==> src/rtl/itw_pkg.sv <==
// shared constants and carriers for the interval timer with watchdog
package itw_pkg;

	// slow oscillator and divider shape
	localparam int unsigned SLOW_OSC_HZ = 90000;     // nominal calibrated oscillator rate
	localparam int unsigned DIV_STAGES  = 20;        // ripple stages of the divider

	// register indices on the local port
	localparam logic [2:0] ADDR_WDC = 3'h0;          // watchdog_control
	localparam logic [2:0] ADDR_ITC = 3'h1;          // interval_timer_control
	localparam logic [2:0] ADDR_RST = 3'h2;          // reset_status_register
	localparam logic [2:0] ADDR_IFR = 3'h3;          // interval flag register

	// watchdog_control fields
	localparam int unsigned WDC_CE_BIT  = 4;         // change_enable_bit
	localparam int unsigned WDC_EN_BIT  = 3;         // watchdog_enable_bit
	localparam int unsigned WDC_PS_LSB  = 0;         // watchdog_period_select, 3 bits

	// interval_timer_control fields
	localparam int unsigned ITC_PBS_LSB = 5;         // interval_period_select_b, 3 bits
	localparam int unsigned ITC_RS_BIT  = 4;         // prescaler_restart_bit
	localparam int unsigned ITC_IE_BIT  = 3;         // interval_irq_enable
	localparam int unsigned ITC_PAS_LSB = 0;         // interval_period_select_a, 3 bits

	// status fields
	localparam int unsigned RST_WATCHDOG_RESET_FLAG_BIT = 3;        // watchdog_reset_flag
	localparam int unsigned IFR_FLAG_BIT = 0;        // interval interrupt flag

	// values after reset
	localparam logic [2:0] PS_RESET  = 3'h0;         // period selects after reset
	localparam logic [7:0] RD_RESET  = 8'h00;        // read data after reset

	// cycle counts
	localparam logic [2:0] HOLD_CYCLES = 3'h4;       // self-clearing bit lifetime
	localparam logic [2:0] WD_CNT_MAX  = 3'h7;       // last value before overflow

	// tap index into the divider
	typedef logic [4:0] itw_tap_t;

	// local register port request
	typedef struct packed {
		logic [2:0] addr;                            // register index
		logic [7:0] wdata;                           // write data
		logic       wr;                              // write strobe
		logic       rd;                              // read strobe
	} itw_bus_s;

	// watchdog control state
	typedef struct packed {
		logic       ce;                              // change window open
		logic       en;                              // watchdog running
		logic [2:0] ps;                              // period select
	} itw_wdc_s;

endpackage

==> src/rtl/itw_timer.sv <==
module itw_timer
	import itw_pkg::*;
(
	input  wire logic       clk_sys,
	input  wire logic       srst,
	input  wire logic       oscTick,
	input  wire logic       safetyFuse,
	input  wire logic       wdrStrobe,
	input  wire itw_bus_s   busReq,
	output logic      [7:0] rdData,
	output logic            prescalerTick,
	output logic            irqReq,
	output logic            sysResetReq,
	output logic            senseTick
);

	// interval tap per select-a code
	function automatic itw_tap_t ivTap(input logic [2:0] sel);
		case (sel)
			3'h0:    ivTap = 5'h02;                  // 8 cycles
			3'h1:    ivTap = 5'h04;                  // 32 cycles
			3'h2:    ivTap = 5'h06;                  // 128 cycles
			3'h3:    ivTap = 5'h09;                  // 1K cycles
			3'h4:    ivTap = 5'h0B;                  // 4K cycles
			3'h5:    ivTap = 5'h0E;                  // 32K cycles
			3'h6:    ivTap = 5'h11;                  // 256K cycles
			default: ivTap = 5'h13;                  // 1024K cycles
		endcase
	endfunction

	// watchdog tap per period code
	function automatic itw_tap_t wdTap(input logic [2:0] sel);
		case (sel)
			3'h0:    wdTap = 5'h09;                  // 1K cycles
			3'h1:    wdTap = 5'h0A;                  // 2K cycles
			3'h2:    wdTap = 5'h0B;                  // 4K cycles
			3'h3:    wdTap = 5'h0C;                  // 8K cycles
			3'h4:    wdTap = 5'h0E;                  // 32K cycles
			3'h5:    wdTap = 5'h0F;                  // 64K cycles
			3'h6:    wdTap = 5'h11;                  // 256K cycles
			default: wdTap = 5'h12;                  // 512K cycles
		endcase
	endfunction

	// sense tap per select-b code
	function automatic itw_tap_t senTap(input logic [2:0] sel);
		case (sel)
			3'h1:    senTap = 5'h0E;                 // 32K cycles
			3'h2:    senTap = 5'h0F;                 // 64K cycles
			3'h3:    senTap = 5'h10;                 // 128K cycles
			3'h4:    senTap = 5'h11;                 // 256K cycles
			3'h5:    senTap = 5'h12;                 // 512K cycles
			default: senTap = 5'h04;                 // 32 cycles, test use
		endcase
	endfunction

	// control registers
	itw_wdc_s   wdc_reg;                             // watchdog control state
	itw_wdc_s   wdc_next;
	logic [2:0] ceCnt_reg;                           // change window countdown
	logic [2:0] ceCnt_next;
	logic [2:0] pbs_reg;                             // select b
	logic [2:0] pbs_next;
	logic [2:0] pas_reg;                             // select a
	logic [2:0] pas_next;
	logic       ie_reg;                              // interval irq enable
	logic       ie_next;
	logic       rsBit_reg;                           // restart bit as read
	logic       rsBit_next;
	logic [2:0] rsCnt_reg;                           // restart bit countdown
	logic [2:0] rsCnt_next;
	logic       watchdog_reset_flag_reg;                            // watchdog reset flag
	logic       watchdog_reset_flag_next;
	logic       ivFlag_reg;                          // interval interrupt flag
	logic       ivFlag_next;
	logic       levelTwo_reg;                        // fuse caught at reset
	logic       levelTwo_next;

	// timing registers and outputs
	logic [2:0] wdCnt_reg;                           // watchdog counter
	logic [2:0] wdCnt_next;
	logic [7:0] rdData_reg;
	logic [7:0] rdData_next;
	logic       preTick_reg;
	logic       preTick_next;
	logic       irq_reg;
	logic       irq_next;
	logic       sysRst_reg;                          // also the block's chip reset
	logic       sysRst_next;
	logic       senTick_reg;
	logic       senTick_next;

	// decoded strobes and events
	logic                  chipRst;                  // power-on or watchdog reset
	logic                  wrWdc;
	logic                  wrItc;
	logic                  wrRst;
	logic                  wrIfr;
	logic                  divRestart;               // restart to divider
	logic                  timeout;                  // counter overflow this cycle
	logic                  ivTick;                   // interval clock period edge
	logic                  wdTick;                   // watchdog clock edge
	logic                  snTick;                   // sense clock edge
	logic [DIV_STAGES-1:0] tapRise;

	assign chipRst = srst | sysRst_reg;
	assign wrWdc   = busReq.wr && (busReq.addr == ADDR_WDC);
	assign wrItc   = busReq.wr && (busReq.addr == ADDR_ITC);
	assign wrRst   = busReq.wr && (busReq.addr == ADDR_RST);
	assign wrIfr   = busReq.wr && (busReq.addr == ADDR_IFR);

	// restart only honoured with the watchdog off
	assign divRestart = chipRst
		| (wrItc && busReq.wdata[ITC_RS_BIT] && !wdc_reg.en);

	// divider on the slow oscillator steps
	itw_divider uDiv (
		.clk_sys (clk_sys),
		.restart (divRestart),
		.oscTick (oscTick),
		.tapRise (tapRise)
	);

	// tap selection
	assign ivTick = tapRise[ivTap(pas_reg)];
	assign wdTick = tapRise[wdTap(wdc_reg.ps)];
	assign snTick = (pbs_reg != 3'h0) && (pbs_reg != 3'h7) && tapRise[senTap(pbs_reg)];

	// next state of control registers
	always_comb begin
		wdc_next      = wdc_reg;
		ceCnt_next    = ceCnt_reg;
		pbs_next      = pbs_reg;
		pas_next      = pas_reg;
		ie_next       = ie_reg;
		rsBit_next    = rsBit_reg;
		rsCnt_next    = rsCnt_reg;
		watchdog_reset_flag_next     = watchdog_reset_flag_reg;
		ivFlag_next   = ivFlag_reg;
		levelTwo_next = levelTwo_reg;

		// change window countdown
		if (ceCnt_reg != 3'h0) begin
			ceCnt_next = ceCnt_reg - 3'h1;
			if (ceCnt_reg == 3'h1) begin
				wdc_next.ce = 1'b0;
			end
		end

		// restart bit countdown
		if (rsCnt_reg != 3'h0) begin
			rsCnt_next = rsCnt_reg - 3'h1;
			if (rsCnt_reg == 3'h1) begin
				rsBit_next = 1'b0;
			end
		end

		// watchdog control write, judged against the old window
		if (wrWdc) begin
			wdc_next.ce = busReq.wdata[WDC_CE_BIT];
			ceCnt_next  = busReq.wdata[WDC_CE_BIT] ? HOLD_CYCLES : 3'h0;
			if (busReq.wdata[WDC_EN_BIT]) begin
				wdc_next.en = 1'b1;
			end else if (wdc_reg.ce && !levelTwo_reg) begin
				wdc_next.en = 1'b0;
			end
			if (wdc_reg.ce) begin
				wdc_next.ps = busReq.wdata[WDC_PS_LSB +: 3];
			end
		end

		// interval control write
		if (wrItc) begin
			pbs_next = busReq.wdata[ITC_PBS_LSB +: 3];
			pas_next = busReq.wdata[ITC_PAS_LSB +: 3];
			ie_next  = busReq.wdata[ITC_IE_BIT];
			if (busReq.wdata[ITC_RS_BIT]) begin
				rsBit_next = 1'b1;
				rsCnt_next = HOLD_CYCLES;
			end
		end

		// flag clears by writing zero; a time-out wins
		if (wrRst && !busReq.wdata[RST_WATCHDOG_RESET_FLAG_BIT]) begin
			watchdog_reset_flag_next = 1'b0;
		end
		if (timeout) begin
			watchdog_reset_flag_next = 1'b1;
		end

		// interval flag: write one clears, a new period wins
		if (wrIfr && busReq.wdata[IFR_FLAG_BIT]) begin
			ivFlag_next = 1'b0;
		end
		if (ivTick) begin
			ivFlag_next = 1'b1;
		end

		// reset flag and level two pin the enable high
		if (watchdog_reset_flag_reg || timeout || levelTwo_reg) begin
			wdc_next.en = 1'b1;
		end

		// watchdog reset: everything but flag and level two, enable forced high
		if (sysRst_reg) begin
			wdc_next.ce = 1'b0;
			wdc_next.ps = PS_RESET;
			ceCnt_next  = 3'h0;
			pbs_next    = PS_RESET;
			pas_next    = PS_RESET;
			ie_next     = 1'b0;
			rsBit_next  = 1'b0;
			rsCnt_next  = 3'h0;
			ivFlag_next = 1'b0;
			wdc_next.en = 1'b1;
		end

		// power-on reset, fuse picks the starting state
		if (srst) begin
			wdc_next      = '{ce: 1'b0, en: safetyFuse, ps: PS_RESET};
			ceCnt_next    = 3'h0;
			pbs_next      = PS_RESET;
			pas_next      = PS_RESET;
			ie_next       = 1'b0;
			rsBit_next    = 1'b0;
			rsCnt_next    = 3'h0;
			watchdog_reset_flag_next     = 1'b0;
			ivFlag_next   = 1'b0;
			levelTwo_next = safetyFuse;
		end
	end

	// control register stage
	always_ff @(posedge clk_sys) begin
		wdc_reg      <= wdc_next;
		ceCnt_reg    <= ceCnt_next;
		pbs_reg      <= pbs_next;
		pas_reg      <= pas_next;
		ie_reg       <= ie_next;
		rsBit_reg    <= rsBit_next;
		rsCnt_reg    <= rsCnt_next;
		watchdog_reset_flag_reg     <= watchdog_reset_flag_next;
		ivFlag_reg   <= ivFlag_next;
		levelTwo_reg <= levelTwo_next;
	end

	// next state of counter, outputs and read data
	always_comb begin
		wdCnt_next   = wdCnt_reg;
		timeout      = 1'b0;
		preTick_next = ivTick;
		senTick_next = snTick;
		irq_next     = ivFlag_reg && ie_reg;
		rdData_next  = RD_RESET;

		// watchdog counter
		if (chipRst || !wdc_reg.en) begin
			wdCnt_next = 3'h0;
		end else if (wdrStrobe) begin
			wdCnt_next = 3'h0;
		end else if (wdTick) begin
			if (wdCnt_reg == WD_CNT_MAX) begin
				timeout    = 1'b1;
				wdCnt_next = 3'h0;
			end else begin
				wdCnt_next = wdCnt_reg + 3'h1;
			end
		end
		sysRst_next = timeout;

		// read mux, unmapped indices read zero
		if (busReq.rd) begin
			case (busReq.addr)
				ADDR_WDC: begin
					rdData_next = {3'h0, wdc_reg.ce, wdc_reg.en, wdc_reg.ps};
				end
				ADDR_ITC: begin
					rdData_next = {pbs_reg, rsBit_reg, ie_reg, pas_reg};
				end
				ADDR_RST: begin
					rdData_next = 8'(watchdog_reset_flag_reg) << RST_WATCHDOG_RESET_FLAG_BIT;
				end
				ADDR_IFR: begin
					rdData_next = 8'(ivFlag_reg) << IFR_FLAG_BIT;
				end
				default: begin
					rdData_next = RD_RESET;
				end
			endcase
		end

		// outputs quiet under power-on reset
		if (srst) begin
			wdCnt_next   = 3'h0;
			timeout      = 1'b0;
			sysRst_next  = 1'b0;
			preTick_next = 1'b0;
			senTick_next = 1'b0;
			irq_next     = 1'b0;
			rdData_next  = RD_RESET;
		end
	end

	// counter and output stage
	always_ff @(posedge clk_sys) begin
		wdCnt_reg   <= wdCnt_next;
		rdData_reg  <= rdData_next;
		preTick_reg <= preTick_next;
		irq_reg     <= irq_next;
		sysRst_reg  <= sysRst_next;
		senTick_reg <= senTick_next;
	end

	// outputs straight from flip-flops
	assign rdData        = rdData_reg;
	assign prescalerTick = preTick_reg;
	assign irqReq        = irq_reg;
	assign sysResetReq   = sysRst_reg;
	assign senseTick     = senTick_reg;

endmodule

==> src/rtl/itw_divider.sv <==
// 20-stage ripple-equivalent divider stepped by the slow oscillator
module itw_divider
	import itw_pkg::*;
(
	input  wire logic                  clk_sys,
	input  wire logic                  restart,
	input  wire logic                  oscTick,
	output logic      [DIV_STAGES-1:0] tapRise
);

	logic [DIV_STAGES-1:0] cnt_reg;                  // divider stages
	logic [DIV_STAGES-1:0] cnt_next;                 // next stage values
	logic [DIV_STAGES-1:0] lowOnes;                  // all lower stages are one

	// rising edge of each stage, seen in the oscillator step that makes it, one clock ahead of the stage register
	genvar k;
	generate
		for (k = 0; k < DIV_STAGES; k++) begin : gTap
			if (k == 0) begin : gFirst
				assign lowOnes[k] = 1'b1;
			end else begin : gRest
				assign lowOnes[k] = lowOnes[k-1] & cnt_reg[k-1];
			end
			assign tapRise[k] = oscTick & ~restart & lowOnes[k] & ~cnt_reg[k];
		end
	endgenerate

	// free running count, cleared only by restart
	always_comb begin
		cnt_next = cnt_reg;
		if (restart) begin
			cnt_next = '0;
		end else if (oscTick) begin
			cnt_next = cnt_reg + DIV_STAGES'(1);
		end
	end

	// register stage
	always_ff @(posedge clk_sys) begin
		cnt_reg <= cnt_next;
	end

endmodule

==> config.mk <==
export PLATFORM = sky130hd
export DESIGN_NAME = itw_timer
export DESIGN_NICKNAME = d
export VERILOG_FILES = /design/src/rtl/itw_pkg.sv /design/src/rtl/itw_timer.sv /design/src/rtl/itw_divider.sv
export SDC_FILE = /design/constraint.sdc
export NUM_CORES = 1
export LEC_CHECK = 0
export ABC_AREA = 1
export BUFFER_PORTS_ARGS = -buffer_cell sky130_fd_sc_hd__buf_2
export CORE_MARGIN = 2
export CORE_UTILIZATION = 35
export DETAILED_ROUTE_END_ITERATION = 12
export GPL_TIMING_DRIVEN = 1
export PLACE_DENSITY = 0.62
export SLEW_MARGIN = 20
export SYNTH_ARGS = -nofsm -noshare
export SYNTH_HDL_FRONTEND = slang
export SYNTH_HIERARCHICAL = 1
export SYNTH_SLANG_ARGS = --single-unit
==> constraint.sdc <==
create_clock -name clk_sys -period 4.9 [get_ports clk_sys]
set_input_delay 0.245 -clock clk_sys [delete_from_list [all_inputs] [get_ports clk_sys]]
set_output_delay 0.245 -clock clk_sys [all_outputs]
set_load 0.01 [all_outputs]
## After elaboration in Yosys (flattened, before gate mapping)

Cells that the tools add are included.
Widths: inputs -> output; s select.

- Reduce and logical (&&, ||, !) cells: 36
- Magnitude comparators: 3
- Muxes and demuxes: 39
- Bitwise logic cells: 82
- Equality and inequality tests: 24
- Add/subtract/negate cells: 4

Operators with widths:

| cell | count |
|---|---|
| $pmux 5 s7 | 2 |
| $and 1x1->1 | 58 |
| $pmux 8 s4 | 1 |
| $eq 3x3->1 const B | 9 |
| $pmux 5 s5 | 1 |
| $eq 3x2->1 const B | 8 |
| $mux 3 | 8 |
| $not 1->1 | 22 |
| $mux 1 | 21 |
| $add 20x1->20 const B | 1 |
| $eq 3x1->1 const B | 6 |
| $lt 5x6->1 const B | 3 |
| $bmux 1 s5 | 3 |
| $logic_and 1x1->1 | 12 |
| $logic_not 3->1 | 3 |
| $reduce_bool 3->1 | 3 |
| $mux 4 | 2 |
| $reduce_bool 2->1 | 4 |
| $reduce_and 2->1 | 3 |
| $sub 3x1->3 const B | 2 |
| $mux 5 | 1 |
| $reduce_bool 5->1 | 1 |
| $reduce_bool 4->1 | 1 |
| $reduce_or 2->1 | 2 |
| 6 further kinds | 11 |

- Output and inout port bits: 12
- Flip-flop bits (word level): 57
- Word-level logic and storage cells: 207
- Input bits: 18

## Longest topological paths before layout

- Word-level depth: 31
- Gate-level depth with buffers: 20
- Mapped depth without buffers: 20

## Cells and area by module

Netlist, hierarchy kept.

Modules (own cells, without submodules):

| module | area an instance (sq um) | instances | seq. area each (sq um) | cells an instance |
|---|---|---|---|---|
| itw_timer | 2,145.8 | 1 | 760.7 | 298 |
| itw_divider | 1,258.7 | 1 | 400.4 | 195 |

## Worst setup path after synthesis

Ideal clock, no wire load.

- Path kind: input -> register
- Start point: input busReq[11] (netlist name)
- End point: register wdc_reg[3] (netlist name) (enable)
- Required time: 4.649 ns
- Slack: 2.243 ns
- Cell stages on the path: 18
- Arrival time: 2.406 ns
- Library setup time: 0.251 ns
- Cell sequence: nor2_2 nand2_1 nor2_1 nand2_1 o21ai_0 inv_2 nand3_1 inv_1 nand4_1 inv_1 nand2_1 nor2_1 nand2_1 nand3_1 nand3b_2 nand3_4 nand3_4 nand3_1

- Word-level cells in the longest chain between the ends: 19

Ends and longest elaborated chain:

| element | line | text |
|---|---|---|
| start: declaration | itw_timer.sv:9 | `input wire itw_bus_s busReq,` |
| $eq 3x1->1 * | itw_timer.sv:108 | `assign wrItc = busReq.wr && (busReq.addr == ADDR_ITC);` |
| $logic_and 1x1->1 * | itw_timer.sv:108 |  |
| $logic_and 1x1->1 * (2 in a row) | itw_timer.sv:114 | `\| (wrItc && busReq.wdata[ITC_RS_BIT] && !wdc_reg.en);` |
| $or 1x1->1 * | itw_timer.sv:114 |  |
| via divRestart | itw_timer.sv:99 | `logic divRestart;` |
| $not 1->1 * | itw_divider.sv:24 | `assign tapRise[k] = oscTick & ~restart & lowOnes[k] & ~cnt_reg[k];` |
| $and 1x1->1 * (3 in a row) | itw_divider.sv:24 |  |
| via tapRise[15] | itw_timer.sv:104 | `logic [DIV_STAGES-1:0] tapRise;` |
| $bmux 1 s5 * | itw_timer.sv:126 | `assign wdTick = tapRise[wdTap(wdc_reg.ps)];` |
| $mux 1 (implied by the code) * | itw_timer.sv:126 |  |
| $mux 1 * | itw_timer.sv:261 | `end else if (wdTick) begin` |
| $mux 1 * | itw_timer.sv:259 | `end else if (wdrStrobe) begin` |
| $mux 1 * | itw_timer.sv:257 | `if (chipRst \|\| !wdc_reg.en) begin` |
| $mux 1 * | - |  |
| $logic_or 1x1->1 * (2 in a row) | itw_timer.sv:200 | `if (watchdog_reset_flag_reg \|\| timeout \|\| levelTwo_reg) begin` |
| $reduce_bool 5->1 (no source line) / $reduce_bool 4->1 (equally long branches) | - |  |
| $reduce_and 2->1 (no source line) * | - |  |
| end signal: assignment | itw_timer.sv:235 | `wdc_reg <= wdc_next;` |
| end: declaration | itw_timer.sv:58 | `itw_wdc_s wdc_reg;` |

The timed path passes the listed nets; every way through them passes the cells marked *. The select of a mux whose other input is x is not followed.
A chain may end at the register's enable or synchronous reset.

## Final worst setup path

- Start point: register sysRst_reg (netlist: sysResetReq)
- End point: register wdc_reg[3] (netlist name) (enable)

- Word-level cells in the longest chain between the ends: 16

Ends and longest elaborated chain:

| element | line | text |
|---|---|---|
| start: declaration | itw_timer.sv:88 | `logic sysRst_reg;` |
| start signal: assignment | itw_timer.sv:310 | `sysRst_reg <= sysRst_next;` |
| $or 1x1->1 * | itw_timer.sv:106 | `assign chipRst = srst \| sysRst_reg;` |
| $or 1x1->1 * | itw_timer.sv:114 |  |
| via divRestart | itw_timer.sv:99 |  |
| $not 1->1 * | itw_divider.sv:24 |  |
| $and 1x1->1 * (3 in a row) | itw_divider.sv:24 |  |
| via tapRise[17] | itw_timer.sv:104 |  |
| $bmux 1 s5 * | itw_timer.sv:126 |  |
| $mux 1 (implied by the code) * | itw_timer.sv:126 |  |
| $mux 1 * | itw_timer.sv:261 |  |
| $mux 1 * | itw_timer.sv:259 |  |
| $mux 1 * | itw_timer.sv:257 |  |
| $mux 1 * | - |  |
| $logic_or 1x1->1 * (2 in a row) | itw_timer.sv:200 |  |
| $reduce_bool 5->1 (no source line) / $reduce_bool 4->1 (equally long branches) | - |  |
| $reduce_and 2->1 (no source line) * | - |  |

Marks and branches as above.

==> impl_results.md <==
* Slew Limit Headroom at 0.397
* Vias in the first global route at 2992
* WHS at 120 ps
* Synth Instances at 492
* P_leak at 1.68 nW
* Hold depth at 1
* Placer Congestion at 0.920
* Initial Util at 0.365
* Largest net degree at the start of global routing at 18
* Comb pwr share at 0.150
* Skew final at 11.3 ps
* # port buffers at 29
* FF/Latch Area at 1160 um2
* Most frequent cells in the layout: 97 x nand2_1, 67 x inv_1, 64 x nor2_1
* Clock power frac at 0.439
* Most common cell after layout, fill and taps aside: nand2_1
* Design Power at 1.26 mW
* Num ports at 30
* Die Ht at 103 um
* Die area at 10500 um2
* CTS sink count at 57
* Ys Warns at 6
* Min-Delay Path Class: in -> reg
* CP Launch Type: register
* Share of cells above drive strength 1 at 0.182
* CTS max path bufs at 2
* Setup violations, final at 0
* Gr usage total at 0.169
* Highest clock rate at 0.303 GHz
* Footprint of the multi-input gates at 1910 um2
* # resized after CTS at 0
* Setup CP Type: reg -> reg
* NumNets Final at 555
* Fillers at 957
* Core area at 9330 um2
* Fin cells at 661
* Root Driver: clkbuf_8
* Worst-margin pin slew at 895 ps
* CP arrival at 3360 ps
* Postcts setup bufs at 0
* Max VDD drop at 0.214 mV
* Switching Share at 0.268
* # H-tree levels at 3
* Initial antenna violation count at 0
* Worst-skew pair later-pin latency at 350 ps
* CP Cell Sequence: nor2_2 -> o21ai_0 -> inv_2 -> nand3_1 -> inv_1 -> nand4_1 -> inv_1 -> nand3_1 -> nor2_1 -> inv_1 -> nand2_1 -> o21ai_2 -> o211ai_4 -> nand3_4 -> nand3_1
* # DRC at 0
* Final Slew Violations at 0
* Ratio of final minimum period to clock period at 0.673
* Status: completed
* Unrepaired setup endpoints after global routing: no
* DP HPWL at 6330 um
* CP max FO at 17
* Crit path time final at 3300 ps
* N_diodes at 0
* Placed insts at 645
* P_int at 923 uW
* Drt pass-1 iters at 5
* Layout area overhead at 15.2%
* Flop pwr share at 0.411
* Final Hold Fails at 0
* Worst EP required at 4970 ps
* Die X at 103 um
* Max Cap Violations at 0
* Row cnt at 35
* CTS tree: built
* Avg Cell Area, Syn at 6.91 um2
* Num CTS Buffers at 9
* Power per cell area at 322 nW/um2
* Reg clk slew, reported paths at 70 ps
* Reg2reg path depth at 15
* Crit-path max cell delay at 440 ps
* Final setup margin at 1600 ps
* Syn nets at 520
* WL final at 8090 um
* Routed length per instance at 12.2 um
* Final ANT Viol Nets at 0
* CP endpoint kind: register
* Via/cell ratio at 4.86
* First-pass GRT wire length at 13900 um
* Initial drt markers at 171
* DP Worst Slack at 1300 ps
* Setup TNS at 0 ps
* Net Sw Power at 339 uW
* Cell Area, Synth at 3400 um2
* Total global routing overflow at 0
* Vias at 3210
* Max reg flops at 20
* Hold buffers post-CTS at 0
* Slowest cell on crit path: o21ai_0
==> power groups by stage <==
stage	combinational, mW	sequential (mW)	clock [mW]
final	0.190	0.519	0.553
after global placement	0.183	0.528	0
after CTS	0.191	0.518	0.561
after detailed placement	0.190	0.529	0
after floorplan	0.149	0.524	0
after global routing	0.218	0.522	0.586
==> area by class of cell <==
class / instances / share of cell area
Timing Repair Buffer: 29 / 0.0371
Inverter: 78 / 0.0751
Multi-Input combinational cell: 352 / 0.488
Tap cell: 129 / 0.0412
Clock buffer: 11 / 0.0361
Clock inverter: 5 / 0.0262
Sequential cell: 57 / 0.296
==> stage by stage <==
step	area, um2	utilization
global placement	3670	0.394
finish	3920	0.420
global route	3920	0.420
CTS	3920	0.420
floorplan	3400	-
detailed placement	3670	0.394
==> worst paths after layout <==
path	startpoint	to	slack, ps
setup / recovery	sysResetReq	wdc_reg[3]	1600
hold / removal	safetyFuse	levelTwo_reg	120
setup reg to reg	sysResetReq	wdc_reg[3]	1600
hold reg to reg	ie_reg	irqReq	440
==> critical path: cells and delay by family, from the launching register on <==
family          cells  cell delay [ps]
simple gates        8             1210
compound gates      3              760
buf+inv             4              680
flops               1              350
==> metal layers <==
layer,vias up,part of all wire,global-route usage
met2,62,0.46,0.272
met4,0,0.0094,0.0503
met5,-,0,0
li1,1676,-,-
met1,1466,0.49,0.226
met3,6,0.042,0.0407
No activity file was read; power rests on OpenSTA's default activity.
